File: config.mk
export PLATFORM = sky130hd
export DESIGN_NAME = fpt_trap_ctrl
export DESIGN_NICKNAME = d
export VERILOG_FILES = /design/src/rtl/fpt_pkg.sv /design/src/rtl/fpt_parity.sv /design/src/rtl/fpt_trap_ctrl.sv
export SDC_FILE = /design/constraint.sdc
export NUM_CORES = 1
export LEC_CHECK = 0
export BUFFER_PORTS_ARGS = -buffer_cell sky130_fd_sc_hd__buf_4
export CAP_MARGIN = 20
export CORE_MARGIN = 3
export CORE_UTILIZATION = 48
export DETAILED_ROUTE_END_ITERATION = 7
export HOLD_SLACK_MARGIN = 0.1
export MAX_ROUTING_LAYER = met4
export PLACE_DENSITY = 0.76
export SLEW_MARGIN = 25
export SYNTH_ARGS = -nofsm -noshare
export SYNTH_HDL_FRONTEND = slang
export SYNTH_SLANG_ARGS = --single-unit
File: constraint.sdc
create_clock -name mclk -period 2.4 [get_ports mclk]
set_clock_uncertainty 0.15 [all_clocks]
set_input_delay 0.36 -clock mclk [delete_from_list [all_inputs] [get_ports mclk]]
set_output_delay 0.36 -clock mclk [all_outputs]
set_load 0.005 [all_outputs]
File: src/rtl/fpt_pkg.sv
// fpt_pkg: constants for the fp port and trap control block
// assumes one 10 MHz clock and an AXI4-Lite register slave
package fpt_pkg;
	localparam logic [7:0] ADDR_CTRL = 8'h00;
	localparam logic [7:0] ADDR_STAT = 8'h04;
	localparam logic [7:0] ADDR_TRAP = 8'h08;
	localparam logic [7:0] ADDR_PCS = 8'h0C;
	// control register fields
	localparam int CTRL_TEN = 0;
	localparam int CTRL_MASK_LO = 4;
	localparam int CTRL_MASK_HI = 7;
	localparam logic [31:0] CTRL_RESET = 32'h0000_0001;
	// trap type codes
	localparam logic [7:0] TT_FP_DISABLED = 8'h04;
	localparam logic [7:0] TT_FP_EXCEPTION = 8'h08;
	localparam logic [7:0] TT_PARITY = 8'h20;
	localparam logic [7:0] TT_IRQ_BASE = 8'h10;
	localparam logic [3:0] IRQ_NONE = 4'h0;
	localparam logic [3:0] IRQ_NMI = 4'hF;
	localparam logic [1:0] RESP_OKAY = 2'h0;
	localparam logic [1:0] RESP_SLVERR = 2'h2;
	typedef enum logic [1:0] {ST_RUN, ST_TRAP, ST_ERROR} fpt_state_t;
endpackage : fpt_pkg

File: src/rtl/fpt_parity.sv
// fpt_parity: odd parity generator over a small vector
// assumes a combinational use only
`timescale 1ns/1ns
module fpt_parity #(parameter int W = 5) (
	// data in
	input wire logic [W-1:0] bits,
	// odd parity out
	output logic par
);
	assign par = ~(^bits);
endmodule : fpt_parity

File: src/rtl/fpt_trap_ctrl.sv
// fpt_trap_ctrl: integer-side fp port, trap, error and interrupt control
// assumes fp unit inputs synchronous to mclk; decode info comes from the pipeline
`timescale 1ns/1ns
module fpt_trap_ctrl (
	// clock and reset
	input wire logic mclk,
	input wire logic rst,
	// axi4-lite write address/data/response
	input wire logic [7:0] awaddr,
	input wire logic awvalid,
	output logic awready,
	input wire logic [31:0] wdata,
	input wire logic [3:0] wstrb,
	input wire logic wvalid,
	output logic wready,
	output logic [1:0] bresp,
	output logic bvalid,
	input wire logic bready,
	// axi4-lite read
	input wire logic [7:0] araddr,
	input wire logic arvalid,
	output logic arready,
	output logic [31:0] rdata,
	output logic [1:0] rresp,
	output logic rvalid,
	input wire logic rready,
	// pipeline side
	input wire logic fetchReq,
	input wire logic decodeFpFirst,
	input wire logic decodeFpSecond,
	input wire logic executeFpInstr,
	input wire logic [31:0] pcIn,
	input wire logic [31:0] npcIn,
	input wire logic syncTrapReq,
	input wire logic [7:0] syncTrapType,
	input wire logic internalParityErr,
	output logic pipeStall,
	output logic trapTaken,
	// fp unit link
	input wire logic [1:0] fpCondCodes,
	input wire logic fpCondValid,
	input wire logic cpCondValid,
	input wire logic fpExceptionRequest,
	input wire logic fpHold,
	input wire logic fpuToIuParity,
	input wire logic fpPresentN,
	output logic fpIssueFirst,
	output logic fpIssueSecond,
	output logic fpFlush,
	output logic fpExceptionAck,
	output logic instrFetchStrobe,
	output logic iuToFpuParity,
	output logic iuToFpuParityOe,
	// control pins
	input wire logic testOutputEnableN,
	input wire logic checkerSelectN,
	input wire logic inputParityDisableN,
	input wire logic [10:0] masterPins,
	output logic errorMode,
	output logic hwParityErrorN,
	output logic compareMismatchN,
	output logic linkOe,
	// interrupts
	input wire logic [3:0] irqLevel,
	output logic irqTakenAck
);
	fpt_pkg::fpt_state_t state_q;
	logic [31:0] ctrl_q;
	logic [7:0] trapType_q;
	logic [31:0] savedPc_q, savedNpc_q;
	logic holdR_q, excR_q, ccvR_q, cpvR_q, parR_q;
	logic [1:0] fccR_q;
	logic [3:0] irqS1_q, irqS2_q;
	logic fpExceptionAck_q, instrFetchStrobe_q, irqTakenAck_q, flush_q;
	logic parErr_q;
	logic inParBad, parityErr, trapFpDis, trapFpExc, irqPending, anyTrap, trapEnable;
	logic [3:0] maskLvl;
	logic [7:0] trapTypeD;
	logic outPar;
	logic awHave_q, wHave_q;
	logic [7:0] awAddr_q;
	logic [31:0] wData_q;
	logic [3:0] wStrb_q;
	logic doWrite;
	// input registers, used only after capture
	always_ff @(posedge mclk) begin
		if (rst) begin
			holdR_q <= 1'b0;
			excR_q <= 1'b0;
			ccvR_q <= 1'b1;
			cpvR_q <= 1'b1;
			fccR_q <= 2'h0;
			parR_q <= 1'b1;
		end else begin
			holdR_q <= fpHold;
			excR_q <= fpExceptionRequest;
			ccvR_q <= fpCondValid;
			cpvR_q <= cpCondValid;
			fccR_q <= fpCondCodes;
			parR_q <= fpuToIuParity;
		end
	end
	// odd parity over fcc, ccv, exc and hold including the parity bit itself
	assign inParBad = ~(^{fccR_q, ccvR_q, excR_q, holdR_q, parR_q});
	assign parityErr = inParBad & inputParityDisableN;
	assign pipeStall = holdR_q | ~ccvR_q | ~cpvR_q | (state_q != fpt_pkg::ST_RUN);
	assign trapEnable = ctrl_q[fpt_pkg::CTRL_TEN];
	assign maskLvl = ctrl_q[fpt_pkg::CTRL_MASK_HI:fpt_pkg::CTRL_MASK_LO];
	// interrupts: a level counts once irqS2_q and irqStable_q agree
	always_ff @(posedge mclk) begin
		if (rst) begin
			irqS1_q <= fpt_pkg::IRQ_NONE;
			irqS2_q <= fpt_pkg::IRQ_NONE;
		end else begin
			irqS1_q <= irqLevel;
			irqS2_q <= irqS1_q;
		end
	end
	// irqStable_q follows irqS2_q one cycle later, so comparing the two needs the same irqS2_q level on two samples
	logic [3:0] irqStable_q;
	always_ff @(posedge mclk) begin
		if (rst) irqStable_q <= fpt_pkg::IRQ_NONE;
		else if (irqS2_q == irqStable_q || 1'b1) irqStable_q <= irqS2_q;
	end
	assign irqPending = (irqS2_q == irqStable_q) && (irqS2_q != fpt_pkg::IRQ_NONE)
		&& ((irqS2_q == fpt_pkg::IRQ_NMI) || (irqS2_q > maskLvl));
	// trap selection: fp traps wait for an executing fp instruction
	assign trapFpDis = executeFpInstr & fpPresentN;
	assign trapFpExc = executeFpInstr & ~fpPresentN & excR_q & ~fpExceptionAck_q;
	assign anyTrap = (state_q == fpt_pkg::ST_RUN) && !holdR_q
		&& (syncTrapReq || trapFpDis || trapFpExc || parityErr || (irqPending && trapEnable));
	always_comb begin
		trapTypeD = syncTrapType;
		if (parityErr) trapTypeD = fpt_pkg::TT_PARITY;
		else if (trapFpDis) trapTypeD = fpt_pkg::TT_FP_DISABLED;
		else if (trapFpExc) trapTypeD = fpt_pkg::TT_FP_EXCEPTION;
		else if (!syncTrapReq) trapTypeD = fpt_pkg::TT_IRQ_BASE | {4'h0, irqS2_q};
	end
	assign trapTaken = anyTrap;
	// trap state machine
	always_ff @(posedge mclk) begin
		if (rst) begin
			state_q <= fpt_pkg::ST_RUN;
			trapType_q <= 8'h00;
			savedPc_q <= 32'h0000_0000;
			savedNpc_q <= 32'h0000_0000;
		end else begin
			unique case (state_q)
				fpt_pkg::ST_RUN: begin
					if (anyTrap) begin
						trapType_q <= trapTypeD;
						savedPc_q <= pcIn;
						savedNpc_q <= npcIn;
						// only a reset leaves error mode
						state_q <= trapEnable ? fpt_pkg::ST_TRAP : fpt_pkg::ST_ERROR;
					end
				end
				fpt_pkg::ST_TRAP: state_q <= fpt_pkg::ST_RUN;
				fpt_pkg::ST_ERROR: state_q <= fpt_pkg::ST_ERROR;
			endcase
		end
	end
	assign errorMode = (state_q == fpt_pkg::ST_ERROR);
	// registered strobes toward the fp unit, plus the interrupt ack and the parity error flag
	always_ff @(posedge mclk) begin
		if (rst) begin
			fpExceptionAck_q <= 1'b0;
			instrFetchStrobe_q <= 1'b0;
			irqTakenAck_q <= 1'b0;
			flush_q <= 1'b0;
			parErr_q <= 1'b0;
		end else begin
			fpExceptionAck_q <= (anyTrap && trapFpExc && !parityErr && !trapFpDis)
				|| (fpExceptionAck_q && excR_q);
			instrFetchStrobe_q <= fetchReq && !pipeStall && !errorMode;
			irqTakenAck_q <= anyTrap && !syncTrapReq && !trapFpDis && !trapFpExc && !parityErr;
			flush_q <= anyTrap;
			parErr_q <= parityErr;
		end
	end
	// issue strobes: first buffer wins, never both
	assign fpIssueFirst = decodeFpFirst && !pipeStall && !fpFlush;
	assign fpIssueSecond = decodeFpSecond && !decodeFpFirst && !pipeStall && !fpFlush;
	assign fpFlush = flush_q;
	assign fpExceptionAck = fpExceptionAck_q;
	assign instrFetchStrobe = instrFetchStrobe_q;
	assign irqTakenAck = irqTakenAck_q;
	assign hwParityErrorN = ~parErr_q;
	fpt_parity #(.W(5)) u_outPar (
		.bits({fpIssueFirst, fpIssueSecond, fpFlush, fpExceptionAck, instrFetchStrobe}),
		.par(outPar)
	);
	assign iuToFpuParity = outPar;
	assign iuToFpuParityOe = ~testOutputEnableN & checkerSelectN;
	assign linkOe = ~testOutputEnableN & checkerSelectN;
	// checker compare: masterPins[5:0] in order issue1, issue2, flush, ack, fetch, par; err, irqack, stall, trap, rsv not compared
	assign compareMismatchN = checkerSelectN | (masterPins[5:0] ==
		{outPar, instrFetchStrobe, fpExceptionAck, fpFlush, fpIssueSecond, fpIssueFirst});
	// axi4-lite write path; address and data may come in either order
	assign awready = !awHave_q && !bvalid;
	assign wready = !wHave_q && !bvalid;
	assign doWrite = awHave_q && wHave_q && !bvalid;
	always_ff @(posedge mclk) begin
		if (rst) begin
			awHave_q <= 1'b0;
			wHave_q <= 1'b0;
			awAddr_q <= 8'h00;
			wData_q <= 32'h0000_0000;
			wStrb_q <= 4'h0;
			bvalid <= 1'b0;
			bresp <= fpt_pkg::RESP_OKAY;
		end else begin
			if (awvalid && awready) begin
				awHave_q <= 1'b1;
				awAddr_q <= awaddr;
			end
			if (wvalid && wready) begin
				wHave_q <= 1'b1;
				wData_q <= wdata;
				wStrb_q <= wstrb;
			end
			if (doWrite) begin
				awHave_q <= 1'b0;
				wHave_q <= 1'b0;
				bvalid <= 1'b1;
				bresp <= (awAddr_q == fpt_pkg::ADDR_CTRL) ? fpt_pkg::RESP_OKAY : fpt_pkg::RESP_SLVERR;
			end else if (bvalid && bready) begin
				bvalid <= 1'b0;
			end
		end
	end
	// control register, byte lanes honoured
	always_ff @(posedge mclk) begin
		if (rst) ctrl_q <= fpt_pkg::CTRL_RESET;
		else if (doWrite && awAddr_q == fpt_pkg::ADDR_CTRL) begin
			for (int i = 0; i < 4; i++) begin
				if (wStrb_q[i]) ctrl_q[i*8 +: 8] <= wData_q[i*8 +: 8];
			end
		end
	end
	// axi4-lite read path
	assign arready = !rvalid;
	always_ff @(posedge mclk) begin
		if (rst) begin
			rvalid <= 1'b0;
			rdata <= 32'h0000_0000;
			rresp <= fpt_pkg::RESP_OKAY;
		end else if (arvalid && arready) begin
			rvalid <= 1'b1;
			rresp <= fpt_pkg::RESP_OKAY;
			unique case (araddr)
				fpt_pkg::ADDR_CTRL: rdata <= ctrl_q;
				fpt_pkg::ADDR_STAT: rdata <= {24'h0, irqS2_q, parErr_q, holdR_q, errorMode, excR_q};
				fpt_pkg::ADDR_TRAP: rdata <= {24'h0, trapType_q};
				fpt_pkg::ADDR_PCS: rdata <= savedPc_q ^ savedNpc_q;
				default: begin
					rdata <= 32'h0000_0000;
					rresp <= fpt_pkg::RESP_SLVERR;
				end
			endcase
		end else if (rvalid && rready) begin
			rvalid <= 1'b0;
		end
	end
endmodule : fpt_trap_ctrl

==> results of run 1 <==
cell usage after synthesis, drive strengths merged, types with 6 or more instances:
cell	instances
a22oi	33
inv	14
mux4	8
ha	6
xor2	13
nor2b	21
nand2	288
nor3	7
mux2i	17
buf	12
a21oi	134
or2	6
and2	6
clkbuf	55
dfxtp	212
xnor2	32
o21ai	27
nor2	66
sequential cells by signal, indices dropped and copies added, names as in the netlist, 4 cells and up:
name         flops
ctrl_q          32
wStrb_q          4
trapType_q       8
irqS1_q          4
savedNpc_q      32
savedPc_q       32
irqStable_q      4
awAddr_q         8
rdata           32
irqS2_q          4
wData_q         32
worst max-delay path: stages, from the launching register on:
cell	delay, ps
dfxtp_2	340
inv_2	50
ha_4	270
a21oi_2	50
a41o_1	240
a311oi_4	380
o41ai_4	100
inv_2	120
buf_6	110
routing by layer:
layer  part of all wire  wire (µm)  track usage  vias to the layer above
met5                  0          0            -                        -
met4              0.038       1030        0.101                        0
met3              0.050       1380       0.0372                       74
met2               0.49      13500        0.469                      286
met1               0.42      11600        0.344                     3898
li1                   -          -            -                     4059
final timing paths:
kind,cells after the start,end,slack (ps)
setup / recovery,8,trapTaken,-270
hold / removal,4,fpExceptionAck,140
setup reg to reg,10,state_q[0],-60
hold reg to reg,1,irqS2_q[0],290
per-stage QoR:
| stage | setup TNS, ps | utilization |
|---|---|---|
| floorplan | 0 | - |
| global placement | -1760 | 0.617 |
| detailed placement | -3630 | 0.617 |
| CTS | -939 | 0.763 |
| global route | -2980 | 0.770 |
| finish | -719 | 0.770 |
repair_timing:
action | CTS | global route
setup buffers | 13 | 3
gates resized for setup | 59 | 15
endpoints found under the setup margin | 72 | 79
hold buffers | 127 | 0
pin swaps | 27 | 11
endpoints found under the hold margin | 126 | 0
cloned | 2 | 2
area by class of cell:
type / instances / area (µm²)
flip-flops and latches: 212 / 4250
multi-input cells: 717 / 4120
fillers: 1121 / 3870
repair buffers: 395 / 3500
clock buffers: 30 / 632
well taps: 220 / 275
clock inverters: 9 / 173
inverters: 14 / 52.6
diodes: 1 / 2.50
logic make-up after synthesis:
logic type / after synthesis / synth area share
flip-flops: 212 / 0.502
XOR/XNOR: 45 / 0.0475
AO/OA/AOI/OAI: 221 / 0.154
other: 1 / 0.000444
multiplexers: 27 / 0.0441
adder cells (fa/ha/maj): 6 / 0.00888
AND/OR/NAND/NOR: 416 / 0.204
buffers and inverters: 81 / 0.0391
power by group through the flow:
| stage | Combinational [mW] | Clock, mW | Sequential, mW |
|---|---|---|---|
| after floorplan | 0.933 | 0 | 3.98 |
| after detailed placement | 1.56 | 0 | 4.01 |
| final | 2.17 | 3.77 | 3.96 |
| after global routing | 2.34 | 3.94 | 3.98 |
| after global placement | 1.55 | 0 | 4.00 |
| after CTS | 2.02 | 3.81 | 3.94 |
==> impl_metrics.env, run 1 <==
export IMPL_async_flop_share=0
export IMPL_p_clk_frac=0.381
export IMPL_crit_type="reg2out"
export IMPL_switchingPower_mw=2.59
export IMPL_htreeDepth=1
export IMPL_clock_latency_ps=500
export IMPL_worst_slack_ps=-269
export IMPL_relSlewSlack=0.459
export IMPL_hold_viol_final=0
export IMPL_first_global_vias=8479
export IMPL_power_density_nw_per_um2=761
export IMPL_status="finished with violations"
export IMPL_synth_top_area_cell="dfxtp_1"
export IMPL_p_seq_frac=0.400
export IMPL_grt_pass1_wl_mm=43.0
export IMPL_hold_path_class="in2reg"
export IMPL_setup_viol=9
export IMPL_grt_usage=0.278
export IMPL_p_leak_nw=5.31
export IMPL_synth_edf_count=0
export IMPL_grt_start_max_net_pins=76
export IMPL_firstDrtPassIters=5
export IMPL_synth_area_leaders="dfxtp_1, nand2_1, a21oi_1"
export IMPL_cts_buffers=22
export IMPL_chipHeight_um=139
export IMPL_yosys_register_bits=212
export IMPL_nNetsFinal=1531
export IMPL_gp_congestion=0.866
export IMPL_synthesis_area_um2=8450
export IMPL_vdd_drop_max_v=0.000655
export IMPL_period_share=1.11
export IMPL_tightest_slew_ps=811
export IMPL_mostFrequentLayoutCell="nand2_1"
export IMPL_fin_area_um2=13000
export IMPL_synth_top_area_frac=0.502
export IMPL_path_clk_slew_ps=60
export IMPL_synth_seq_area_share=0.502
export IMPL_critical_path_startpoint_type="flop"
export IMPL_drc=0
export IMPL_root_buffer="clkbuf_16"
export IMPL_rsz0062_at_grt="true"
export IMPL_postSynthCellCount=1009
export IMPL_io_buffers=209
export IMPL_layout_cells_non_filler=1598
export IMPL_cts_tree="done"
export IMPL_violations="negative setup slack"
export IMPL_place_ws_ps=-132
export IMPL_p_int_mw=7.30
export IMPL_ys_types=52
export IMPL_combPwrFrac=0.220
export IMPL_pin_count=218
export IMPL_fmax_mhz=375
export IMPL_maxCapViolCount=0
export IMPL_hold_ws_ps=139
export IMPL_placed_area_um2=10400
export IMPL_final_cell_mix="nand2_1, buf_4, dfxtp_1, dlygate4sd3_1, a21oi_1"
export IMPL_wirelength_mm=27.5
export IMPL_rows=47
export IMPL_min_from="fpPresentN"
export IMPL_post_drt_wl_per_cell_um=17.2
export IMPL_yosysWarnings=0
export IMPL_grt_ovfl_total=0
export IMPL_drt_iter0_drc=581
export IMPL_syn_avg_cell_area_um2=8.38
export IMPL_period_minus_slack_ps=2670
export IMPL_p_total_mw=9.89
export IMPL_cts_buffer_depth=3
export IMPL_drtAntennaViolNets=0
export IMPL_drive_above_1_share=0.269
export IMPL_start_util=0.501
export IMPL_cts_sinks=212
export IMPL_cp_max_fo=3
export IMPL_slew_viol_final=0
export IMPL_required_ps=1890
export IMPL_post_place_cells=1412
export IMPL_worstPathArrival_ps=2160
export IMPL_area_delta_synth_final_pct=53.9
export IMPL_routed_via_density=5.20
export IMPL_die_w_um=139
export IMPL_vias=8317
export IMPL_end_kind="output port"
export IMPL_cp_startpoint="ctrl_q[7]"
export IMPL_synth_ff_type="dfxtp_1"
export IMPL_dp_hpwl_mm=16.3
export IMPL_p_sw_frac=0.262
export IMPL_rr_startpoint="ctrl_q[7]"
export IMPL_antenna_found_initial=1
export IMPL_core_area_um2=16900
export IMPL_die_area_um2=19200
No activity file was read; power rests on OpenSTA's default activity.
==> inputs of run 2 (changes only) <==
- CORE_MARGIN: 3 -> 1.5
- SETUP_SLACK_MARGIN: not set -> 0.4
==> run 2 against run 1 <==
Compared with the run above: the run still ends with negative setup slack left; setup slack worse by 140 ps; critical path type unchanged; register-to-register slack got worse by 200 ps; first-iteration DRC count rose by 39%; die area down 4.3%.
==> impl_metrics.env, run 2 (synthesized netlist as in run 1, its figures left out) <==
export IMPL_rrSetupSlack_ps=-260
export IMPL_cp_max_fo=2
export IMPL_fin_util=0.817
export IMPL_worstPathCellList="inv_2 > ha_4 > nor2b_4 > o2111ai_4 > a311oi_4 > buf_6 > o41ai_4 > inv_2 > buf_6"
export IMPL_crit_slowest_cell="dfxtp_2"
export IMPL_worstPathArrival_ps=2300
export IMPL_grt_usage=0.303
export IMPL_critical_path_startpoint_type="flop"
export IMPL_io_buffers=209
export IMPL_cts_tree="done"
export IMPL_maxCapViolCount=0
export IMPL_mostFrequentLayoutCell="buf_4"
export IMPL_nFillCells=906
export IMPL_endpoint="trapTaken"
export IMPL_grt_pass1_wl_mm=42.8
export IMPL_root_buffer="clkbuf_16"
export IMPL_drt_iter0_drc=808
export IMPL_dr_wl_met2_mm=16.2
export IMPL_gp_congestion=0.924
export IMPL_cts_sinks=212
export IMPL_cp_startpoint="ctrl_q[5]"
export IMPL_die_w_um=136
export IMPL_relSlewSlack=0.457
export IMPL_antenna_found_initial=2
export IMPL_die_area_um2=18400
export IMPL_vdd_drop_max_v=0.000574
export IMPL_final_cell_mix="buf_4, nand2_1, dfxtp_1, dlygate4sd3_1, a21oi_1"
export IMPL_grt_ovfl_total=0
export IMPL_hold_path_class="in2reg"
export IMPL_drc=0
export IMPL_p_leak_nw=5.86
export IMPL_drt_met1_wl_mm=12.4
export IMPL_highest_layer="met4"
export IMPL_worstSetupPathDepth=9
export IMPL_drive_above_1_share=0.374
export IMPL_end_kind="output port"
export IMPL_post_place_cells=1414
export IMPL_cts_buffer_depth=3
export IMPL_setup_viol=77
export IMPL_hold_viol_final=0
export IMPL_slew_viol_final=0
export IMPL_rows=48
export IMPL_r2r_end="savedPc_q[31]"
export IMPL_dp_hpwl_mm=15.8
export IMPL_hold_ws_ps=127
export IMPL_fmax_mhz=356
export IMPL_clock_latency_ps=520
export IMPL_grt_start_max_net_pins=60
export IMPL_crit_type="reg2out"
export IMPL_path_clk_slew_ps=70
export IMPL_wl_met3_mm=2.54
export IMPL_required_ps=1890
export IMPL_cp_top_family="compound AO/OA/AOI/OAI gates"
export IMPL_hold_depth=4
export IMPL_rsz0062_at_grt="true"
export IMPL_rr_worst_depth=14
export IMPL_firstDrtPassIters=5
export IMPL_area_delta_synth_final_pct=66.6
export IMPL_rr_startpoint="ctrl_q[5]"
export IMPL_vias=9014
export IMPL_worst_path_largest_cell_delay_ps=330
export IMPL_wirelength_mm=32.8
export IMPL_drtAntennaViolNets=0
export IMPL_chipHeight_um=136
export IMPL_nNetsFinal=1550
export IMPL_core_area_um2=17200
export IMPL_cts_buffers=22
export IMPL_routed_via_density=5.55
export IMPL_start_util=0.490
export IMPL_period_minus_slack_ps=2810
export IMPL_pin_count=218
export IMPL_power_density_nw_per_um2=768
export IMPL_first_global_vias=8419
export IMPL_layout_cells_non_filler=1623
export IMPL_p_total_mw=10.8
export IMPL_status="finished with violations"
export IMPL_htreeDepth=1
export IMPL_violations="negative setup slack"
export IMPL_post_drt_wl_per_cell_um=20.2
export IMPL_worst_slack_ps=-408
export IMPL_period_share=1.17
export IMPL_worst_path_buf_inv=4
export IMPL_tightest_slew_ps=815
[run 2: cell count changes in the layout (fill, tap and decap cells not counted), moves of 4 or more]
cell           change
dlygate4sd3_1      +4
nand2_1           -64
nand2_4           +57
a21oi_1           -57
and2_4             +4
and2_1             -4
a21oi_2           +58
nand2_2            +7
buf_12             +4
[run 2: metrics by stage]
step                area, µm²  TNS (ps)  setup WS [ps]
finish                  14100    -13300           -408
global route            14100    -18360           -458
CTS                     13000     -6310           -419
detailed placement      10500     -5810           -132
global placement        10500     -2330          -56.0
floorplan                8680         0            113
[run 2: routing by layer]
layer | up-vias | GRT usage
met3 | 153 | 0.0509
met1 | 4242 | 0.368
met4 | 0 | 0.120
met2 | 513 | 0.500
met5 | - | -
li1 | 4106 | -
[run 2: power by group]
group	internal (mW)	total [mW]	switching (mW)	leakage, nW
Sequential	3.78	4.07	0.290	1.74
Combinational	1.53	3.00	1.47	3.74
Clock	2.25	3.75	1.50	0.384
[run 2: worst min path at each step]
stage / startpoint / end / slack [ps]
global placement: irqS1_q[3] / irqS2_q[3] / 270
floorplan: irqS1_q[0] / irqS2_q[0] / 260
finish: fpPresentN / fpExceptionAck / 130
CTS: syncTrapReq / irqTakenAck / 10
detailed placement: irqS1_q[3] / irqS2_q[3] / 270
global route: fpPresentN / fpExceptionAck / 140
[run 2: repair_timing]
action,4_1_cts,5_1_grt
hold endpoints to repair,135,1
gates resized for setup,44,221
gates cloned,5,6
setup buffers,15,11
hold buffers,130,1
pin swaps,12,128
setup endpoints to repair,107,119
[run 2: final cells by class]
cell class,instances,area [µm²],area share
timing repair buffer,414,3840,0.272
sequential,212,4260,0.302
multi-input combinational,717,4860,0.346
tap,225,282,0.0200
inverter,14,52.6,0.00373
antenna,2,5.00,0.000355
clock inverter,9,160,0.0114
clock buffer,30,621,0.0441
[run 2: worst register-to-register path, delay by kind of cell (launching register included)]
| kind | cells | cell delay (ps) |
|---|---|---|
| AND/OR/NAND/NOR | 2 | 190 |
| adder cells (fa/ha/maj) | 1 | 210 |
| flip-flops | 1 | 330 |
| AO/OA/AOI/OAI | 4 | 860 |
| buffers and inverters | 7 | 850 |
